$ cat src/common/thpa_pkg.sv
package thpa_pkg;
    // register offsets on the host register port
    localparam logic [11:0] SELECT_OFFSET   = 12'h380;
    localparam logic [11:0] DATA_ONE_OFFSET = 12'h384;

    // select register field positions
    localparam int          SEL_BUSY_BIT    = 15;
    localparam int          SEL_DIR_BIT     = 14;
    localparam int          SEL_RSVD_LSB    = 8;
    localparam int          SEL_CHANNEL_NUMBER_LSB    = 0;

    // data one register field positions
    localparam int          D1_PROVISION_ENABLE_BIT     = 15;
    localparam int          D1_CRC_LSB      = 13;
    localparam int          D1_DELINEATION_ENABLE_BIT    = 12;
    localparam int          D1_RSVD_BIT     = 11;
    localparam int          D1_FIFO_BLOCK_POINTER_LSB     = 0;

    // reset values
    localparam logic [7:0]  CHANNEL_NUMBER_RESET      = 8'h00;
    localparam logic [1:0]  SEL_RSVD_RESET  = 2'h0;
    localparam logic        DIR_RESET       = 1'b0;
    localparam logic        BUSY_RESET      = 1'b0;
    localparam logic [15:0] DATA_ONE_RESET  = 16'h0000;

    // access direction encoding
    localparam logic        DIR_WRITE       = 1'b0;
    localparam logic        DIR_READ        = 1'b1;

    // all byte enables negated (active low lanes)
    localparam logic [3:0]  BE_NONE         = 4'hf;

    // check sequence selector
    typedef enum logic [1:0] {
        THPA_CRC_NONE  = 2'b00,
        THPA_CRC_CCITT = 2'b01,
        THPA_CRC_32    = 2'b10,
        THPA_CRC_RSVD  = 2'b11
    } thpa_crc_t;

    // one channel's provisioning word
    typedef struct packed {
        logic        provision_enable;
        thpa_crc_t   crc_select;
        logic        delineation_enable;
        logic        reserved;
        logic [10:0] fifo_block_pointer;
    } thpa_entry_t;

    // configuration handed to the transmit frame processor
    typedef struct packed {
        logic        serve;
        logic        insert_flags;
        logic        bit_stuff;
        thpa_crc_t   crc_mode;
        logic [10:0] fifo_block_pointer;
    } thpa_channel_number_cfg_t;
endpackage

$ cat src/verilog/thpa_provision_enable_mem.sv
module thpa_provision_enable_mem #(
    parameter int DEPTH = 256,
    parameter int WIDTH = 16,
    parameter int AW    = 8
) (
    input  wire logic             clk,
    input  wire logic             wr_en,
    input  wire logic [AW-1:0]    wr_addr,
    input  wire logic [WIDTH-1:0] wr_data,
    input  wire logic [AW-1:0]    host_addr,
    output logic      [WIDTH-1:0] host_rdata,
    input  wire logic [AW-1:0]    proc_addr,
    output logic      [WIDTH-1:0] proc_rdata
);
    logic [WIDTH-1:0] store [DEPTH];

    ////////////////////////////////////////////////////////////////////////
    // one write port, two registered read ports
    always_ff @(posedge clk)
    begin
        if (wr_en)
        begin
            store[wr_addr] <= wr_data;
        end
        host_rdata <= store[host_addr];
        proc_rdata <= store[proc_addr];
    end
endmodule

$ cat src/verilog/thpa_access.sv
// Overview of operation
// - any select write starts one indirect access for channel bits 7:0
// - direction zero writes the data register contents into memory
// - direction one reads memory into the data register
// - busy rises on select write, stays through access, then falls
// - writes update all bits; all byte enables negated means no access
// - write-only fifo block pointer in bits 10:0 picks the channel fifo
// - delineation enable gives flags, stuffing, crc; else raw passthrough
// - crc selector 00 none, 01 ccitt, 10 crc-32; ignored without delineation
// - provision enable decides whether assigner data requests are served
// - readable fields hold last host write until an indirect read completes
module thpa_access #(
    parameter int CHANNELS = 256,
    parameter int CHANNEL_NUMBER_W   = 8
) (
    input  wire logic                     clk,
    input  wire logic                     rst,
    input  wire logic                     reg_wr,
    input  wire logic                     reg_rd,
    input  wire logic [11:0]              reg_addr,
    input  wire logic [31:0]              reg_wdata,
    input  wire logic [3:0]               bus_byte_enables_n,
    output logic      [31:0]              reg_rdata,
    output logic                          reg_rdata_valid,
    input  wire logic                     req_valid,
    input  wire logic [CHANNEL_NUMBER_W-1:0]        req_channel,
    output logic                          cfg_valid,
    output logic      [CHANNEL_NUMBER_W-1:0]        cfg_channel,
    output thpa_pkg::thpa_channel_number_cfg_t      cfg
);
    typedef enum logic [1:0] {
        THPA_IDLE,
        THPA_ISSUE,
        THPA_FETCH
    } thpa_state_t;

    ////////////////////////////////////////////////////////////////////////
    // state
    thpa_state_t              state;
    thpa_state_t              next_state;
    logic                     busy;
    logic                     next_busy;
    logic                     dir;
    logic                     next_dir;
    logic [7:0]               channel_number;
    logic [7:0]               next_channel_number;
    logic [1:0]               sel_rsvd;
    logic [1:0]               next_sel_rsvd;
    thpa_pkg::thpa_entry_t    data_one;
    thpa_pkg::thpa_entry_t    next_data_one;
    logic [31:0]              next_reg_rdata;
    logic                     next_reg_rdata_valid;

    logic                     bus_active;
    logic                     sel_hit;
    logic                     d1_hit;
    logic                     mem_wr;
    logic [15:0]              host_rdata;
    logic [15:0]              proc_rdata;
    thpa_pkg::thpa_entry_t    proc_entry;

    logic                     pipe_valid;
    logic                     next_pipe_valid;
    logic [CHANNEL_NUMBER_W-1:0]        pipe_channel_number;
    logic [CHANNEL_NUMBER_W-1:0]        next_pipe_channel_number;
    logic                     next_cfg_valid;
    logic [CHANNEL_NUMBER_W-1:0]        next_cfg_channel;
    thpa_pkg::thpa_channel_number_cfg_t next_cfg;

    ////////////////////////////////////////////////////////////////////////
    // address decode; no lanes enabled means the register is untouched
    assign bus_active = bus_byte_enables_n != thpa_pkg::BE_NONE;
    assign sel_hit    = bus_active && reg_addr == thpa_pkg::SELECT_OFFSET;
    assign d1_hit     = bus_active && reg_addr == thpa_pkg::DATA_ONE_OFFSET;
    assign mem_wr     = state == THPA_ISSUE && dir == thpa_pkg::DIR_WRITE;

    ////////////////////////////////////////////////////////////////////////
    // provisioning memory
    thpa_provision_enable_mem #(
        .DEPTH      (CHANNELS),
        .WIDTH      (16),
        .AW         (CHANNEL_NUMBER_W)
    ) u_mem (
        .clk        (clk),
        .wr_en      (mem_wr),
        .wr_addr    (channel_number[CHANNEL_NUMBER_W-1:0]),
        .wr_data    (data_one),
        .host_addr  (channel_number[CHANNEL_NUMBER_W-1:0]),
        .host_rdata (host_rdata),
        .proc_addr  (req_channel),
        .proc_rdata (proc_rdata)
    );

    ////////////////////////////////////////////////////////////////////////
    // indirect access sequencer and host registers
    always_comb
    begin
        next_state    = state;
        next_busy     = busy;
        next_dir      = dir;
        next_channel_number     = channel_number;
        next_sel_rsvd = sel_rsvd;
        next_data_one = data_one;
        case (state)
            THPA_IDLE:
            begin
                next_state = THPA_IDLE;
            end
            THPA_ISSUE:
            begin
                if (dir == thpa_pkg::DIR_READ)
                begin
                    next_state = THPA_FETCH;
                end
                else
                begin
                    next_state = THPA_IDLE;
                    next_busy  = 1'b0;
                end
            end
            THPA_FETCH:
            begin
                next_data_one = host_rdata;
                next_data_one.reserved = 1'b0;
                next_state    = THPA_IDLE;
                next_busy     = 1'b0;
            end
            default:
            begin
                next_state = THPA_IDLE;
                next_busy  = 1'b0;
            end
        endcase
        // a completing read wins over a host data write in the same cycle
        if (reg_wr && d1_hit && state != THPA_FETCH)
        begin
            next_data_one = reg_wdata[15:0];
        end
        // any select write restarts the access
        if (reg_wr && sel_hit)
        begin
            next_channel_number     = reg_wdata[thpa_pkg::SEL_CHANNEL_NUMBER_LSB +: 8];
            next_dir      = reg_wdata[thpa_pkg::SEL_DIR_BIT];
            next_sel_rsvd = reg_wdata[thpa_pkg::SEL_RSVD_LSB +: 2];
            next_state    = THPA_ISSUE;
            next_busy     = 1'b1;
        end
    end

    always_ff @(posedge clk)
    begin
        if (rst)
        begin
            state    <= THPA_IDLE;
            busy     <= thpa_pkg::BUSY_RESET;
            dir      <= thpa_pkg::DIR_RESET;
            channel_number     <= thpa_pkg::CHANNEL_NUMBER_RESET;
            sel_rsvd <= thpa_pkg::SEL_RSVD_RESET;
            data_one <= thpa_pkg::DATA_ONE_RESET;
        end
        else
        begin
            state    <= next_state;
            busy     <= next_busy;
            dir      <= next_dir;
            channel_number     <= next_channel_number;
            sel_rsvd <= next_sel_rsvd;
            data_one <= next_data_one;
        end
    end

    ////////////////////////////////////////////////////////////////////////
    // register read path; write-only bits and unused bits read zero
    always_comb
    begin
        next_reg_rdata       = 32'h0000_0000;
        next_reg_rdata_valid = 1'b0;
        if (reg_rd && bus_active)
        begin
            next_reg_rdata_valid = 1'b1;
            if (reg_addr == thpa_pkg::SELECT_OFFSET)
            begin
                next_reg_rdata[thpa_pkg::SEL_BUSY_BIT]      = busy;
                next_reg_rdata[thpa_pkg::SEL_DIR_BIT]       = dir;
                next_reg_rdata[thpa_pkg::SEL_RSVD_LSB +: 2] = sel_rsvd;
                next_reg_rdata[thpa_pkg::SEL_CHANNEL_NUMBER_LSB +: 8] = channel_number;
            end
            else if (reg_addr == thpa_pkg::DATA_ONE_OFFSET)
            begin
                next_reg_rdata[thpa_pkg::D1_PROVISION_ENABLE_BIT] =
                    data_one.provision_enable;
                next_reg_rdata[thpa_pkg::D1_CRC_LSB +: 2] =
                    data_one.crc_select;
                next_reg_rdata[thpa_pkg::D1_DELINEATION_ENABLE_BIT] =
                    data_one.delineation_enable;
            end
        end
    end

    always_ff @(posedge clk)
    begin
        if (rst)
        begin
            reg_rdata       <= 32'h0000_0000;
            reg_rdata_valid <= 1'b0;
        end
        else
        begin
            reg_rdata       <= next_reg_rdata;
            reg_rdata_valid <= next_reg_rdata_valid;
        end
    end

    ////////////////////////////////////////////////////////////////////////
    // per-channel configuration lookup for the transmit frame processor
    assign proc_entry = proc_rdata;

    always_comb
    begin
        next_pipe_valid  = req_valid;
        next_pipe_channel_number   = req_channel;
        next_cfg_valid   = pipe_valid;
        next_cfg_channel = pipe_channel_number;
        next_cfg         = '0;
        next_cfg.serve   = pipe_valid && proc_entry.provision_enable;
        next_cfg.fifo_block_pointer = proc_entry.fifo_block_pointer;
        if (proc_entry.delineation_enable)
        begin
            next_cfg.insert_flags = 1'b1;
            next_cfg.bit_stuff    = 1'b1;
            if (proc_entry.crc_select != thpa_pkg::THPA_CRC_RSVD)
            begin
                next_cfg.crc_mode = proc_entry.crc_select;
            end
        end
    end

    always_ff @(posedge clk)
    begin
        if (rst)
        begin
            pipe_valid  <= 1'b0;
            pipe_channel_number   <= '0;
            cfg_valid   <= 1'b0;
            cfg_channel <= '0;
            cfg         <= '0;
        end
        else
        begin
            pipe_valid  <= next_pipe_valid;
            pipe_channel_number   <= next_pipe_channel_number;
            cfg_valid   <= next_cfg_valid;
            cfg_channel <= next_cfg_channel;
            cfg         <= next_cfg;
        end
    end
endmodule

$ cat config.mk
export PLATFORM = sky130hd
export DESIGN_NAME = thpa_access
export DESIGN_NICKNAME = d
export VERILOG_FILES = /design/src/common/thpa_pkg.sv /design/src/verilog/thpa_provision_enable_mem.sv /design/src/verilog/thpa_access.sv
export SDC_FILE = /design/constraint.sdc
export NUM_CORES = 2
export LEC_CHECK = 0
export ABC_CLOCK_PERIOD_IN_PS = 4560
export BUFFER_PORTS_ARGS = -buffer_cell sky130_fd_sc_hd__buf_2
export CELL_PAD_IN_SITES_DETAIL_PLACEMENT = 1
export CELL_PAD_IN_SITES_GLOBAL_PLACEMENT = 2
export CORE_MARGIN = 4
export CORE_UTILIZATION = 45
export CTS_BUF_LIST = sky130_fd_sc_hd__clkbuf_4
export CTS_CLUSTER_SIZE = 20
export DETAILED_ROUTE_END_ITERATION = 8
export PLACE_DENSITY_LB_ADDON = 0.2
export SYNTH_ARGS = -nofsm -noshare
export SYNTH_HDL_FRONTEND = slang
export SYNTH_HIERARCHICAL = 1
export SYNTH_SLANG_ARGS = --single-unit
$ cat constraint.sdc
create_clock -name clk -period 4.56 [get_ports clk]
set_input_delay 0.684 -clock clk [delete_from_list [all_inputs] [get_ports clk]]
set_output_delay 0.684 -clock clk [all_outputs]
set_load 0.02 [all_outputs]
==> metrics.md <==
| Metric | Value |
|---|---|
| Run status | `finished, violations left` |
| Violations in the final reports | `max-capacitance violations, negative setup slack` |
| Switching pwr | `17100 uW` |
| Residual overflow from global routing | `0` |
| Clock tree sinks | `3947` |
| Chip Width | `645 um` |
| Number of buffers between clock root and the deepest sink | `5` |
| Part of the total power dissipated in sequential elements | `0.526` |
| Die height | `645 um` |
| Count of warnings emitted by yosys | `6` |
| Power Total | `74600 uW` |
| Total die area | `417000 um^2` |
| Cell area after synthesis | `183000 um^2` |
| Antenna violations before repair | `52` |
| Buffers on Ports | `83` |
| Peak VDD IR | `0.269 mV` |
| Core Footprint | `404000 um^2` |
| Data arrival at the endpoint of the critical path | `6.23 ns` |
| Pre-antenna DRT Iters | `6` |
| Combinational fraction of design power | `0.043` |
| Final standard cell utilization of the core | `0.517` |
| Top achievable clock speed | `218 MHz` |
| DRT antenna net count | `0` |
| # fillers | `37200` |
| Crit end category | `register` |
| Pin slew with the least headroom to its limit | `1.48 ns` |
| Overall fraction of global-route tracks in use | `0.328` |
| Area added between synthesis and finish | `14.3%` |
| Setup skew after layout | `0.156 ns` |
| Detailed Place HPWL | `435000 um` |
| Number of placed I/O pins | `119` |
| Std-Cell Rows | `233` |
| Length in cells of the worst reg-to-reg path | `7` |
| Met2 wire length | `327000 um` |
| Via count of the first global-routing pass | `122000` |
| Required arrival time at the worst endpoint | `6.21 ns` |
| Kind of path behind the tightest hold check | `in -> reg` |
| Fin crit period | `4.58 ns` |
| Count of instances resized after the clock tree is built | `0` |
| Ratio of total power to cell area | `357 nW/um^2` |
| Crit path setup slack, layout | `-0.0200 ns` |
| Detailed-route via count | `117000` |
| DR vias/cell | `6.71` |
| Metal1 wirelength | `247000 um` |
| Largest net degree at the start of global routing | `257` |
| Routed length on met3 | `65500 um` |
| Switching power as a share of total power | `0.229` |
| Number of non-filler instances in the completed layout | `17400` |
| Post-Route WL | `688000 um` |
| Final worst-path cycle share | `1.00` |
| Commonest cells after routing, fill and taps aside | `3840 x sky130_fd_sc_hd__edfxtp_1, 1652 x sky130_fd_sc_hd__clkbuf_4, 1583 x sky130_fd_sc_hd__mux4_2` |
| Final number of hold-violating endpoints | `0` |
| Clock slew seen by the registers of the worst setup and hold paths | `0.06 ns` |
| Hold path depth | `5` |
| Mean post-synth cell area | `18.5 um^2` |
| Net count, final | `11300` |
| Wire length of the first global-routing pass | `948000 um` |
| Largest fanout on the critical path | `25` |
| Total of endpoints with negative setup slack in the final report | `1` |
| Clock group share of total power | `0.431` |
| Iteration-0 DRC count of the detailed router | `15700` |
| Top sig layer | `met5` |
| Leakage power summed over all cells | `0.0679 uW` |
| Routed wire per std cell | `39.5 um` |
| Final routed DRC violation total | `0` |
| Most common cell after layout, fill and taps aside | `sky130_fd_sc_hd__edfxtp_1` |
| Cells after synthesis | `9863` |
| Internal Pwr Total | `57500 uW` |
| Last weighted congestion value of the routability-driven placer | `0.917` |
| Layout cells sized above 1 | `0.380` |
| Clock network latency to the later pin of the worst-skew pair | `1.77 ns` |
| Num CTS Buffers | `1145` |
| Final Slew Violations | `0` |
| H-tree depth | `7` |
| RSZ-0062 raised after global routing | `false` |
| Number of setup buffers added after CTS | `0` |
| Category of the critical setup timing path | `reg -> reg` |
| Clock tree root driver cell | `sky130_fd_sc_hd__clkbuf_4` |
| Starting utilization of the core area | `0.453` |
| Cell Count Post-Placement | `15400` |
| Number of max-cap violations | `1` |
| TritonCTS clock tree | `done` |
| Normalized max-slew margin | `0.00623` |
| Critical Path Start Type | `register` |
[through the flow]
step / setup TNS [ns] / setup slack (ns) / cell area (um^2) / hold slack [ns]
6_report: -0.0200 / -0.0200 / 209000 / 0.182
5_1_grt: 0 / 0.0677 / 209000 / 0.0498
4_1_cts: 0 / 0.0600 / 209000 / 0.0237
3_5_place_dp: 0 / 0.00257 / 194000 / 0.431
3_3_place_gp: 0 / 0.0850 / 194000 / 0.432
2_1_floorplan: 0 / 0.293 / 183000 / 0.406
[sequential cells by signal, summed over array words and instances, names as in the netlist]
register	count
reg_rdata	14
data_one	15
u_mem/proc_rdata	15
sel_rsvd	2
channel_number	8
state	2
busy	1
next_cfg_valid	1
reg_rdata_valid	1
cfg_channel	8
dir	1
u_mem/host_rdata	15
u_mem/store	3840
next_cfg_channel	8
cfg	15
cfg_valid	1
[per-layer routing]
| metal | GRT usage | up-vias |
|---|---|---|
| li1 | - | 45700 |
| met1 | 0.409 | 62400 |
| met2 | 0.513 | 7103 |
| met3 | 0.0788 | 1547 |
| met4 | 0.219 | 24 |
| met5 | 0 | - |
[power groups by stage]
stage | Clock (uW) | Combinational [uW] | Sequential (uW)
floorplan | 0 | 1840 | 40000
global placement | 0 | 3110 | 40000
detailed placement | 0 | 3130 | 40000
CTS | 32900 | 3180 | 39200
global route | 35100 | 3310 | 39200
finish | 32200 | 3210 | 39200
[final timing paths]
check                            from                   to  slack (ns)
hold / removal           reg_addr[11]          sel_rsvd[0]        0.18
setup / recovery    channel_number[0]  u_mem/host_rdata[4]       -0.02
setup reg to reg    channel_number[0]  u_mem/host_rdata[4]       -0.02
hold reg to reg   next_cfg_channel[4]       cfg_channel[4]        0.45
[worst max-delay path, stage by stage, from the launching register on]
cell and delay [ns]:
sky130_fd_sc_hd__dfxtp_4 1.06, sky130_fd_sc_hd__mux4_2 0.61, sky130_fd_sc_hd__a22o_1 0.25, sky130_fd_sc_hd__a221oi_1 0.82, sky130_fd_sc_hd__o22ai_1 0.44, sky130_fd_sc_hd__nor3_1 0.77
sky130_fd_sc_hd__nor2_1 0.25, sky130_fd_sc_hd__and3_1 0.22
[cell type report]
| type | instances | area [um^2] | share of cell area |
|---|---|---|---|
| Sequential cell | 3947 | 118000 | 0.563 |
| Multi-Input combinational cell | 5037 | 61100 | 0.292 |
| Clock buffer | 1652 | 12400 | 0.0594 |
| Timing Repair Buffer | 1105 | 9930 | 0.0475 |
| Tap cell | 5405 | 6760 | 0.0324 |
| Clock inverter | 210 | 1100 | 0.00528 |
| Antenna cell | 43 | 108 | 0.000515 |
| Inverter | 7 | 45.0 | 0.000216 |
[timing repair]
item	in CTS	in global routing
hold buffers	98	0
endpoints found under the setup margin	0	0
hold endpoints to repair	81	0
Note: power is estimated with default switching activity, not from simulation.
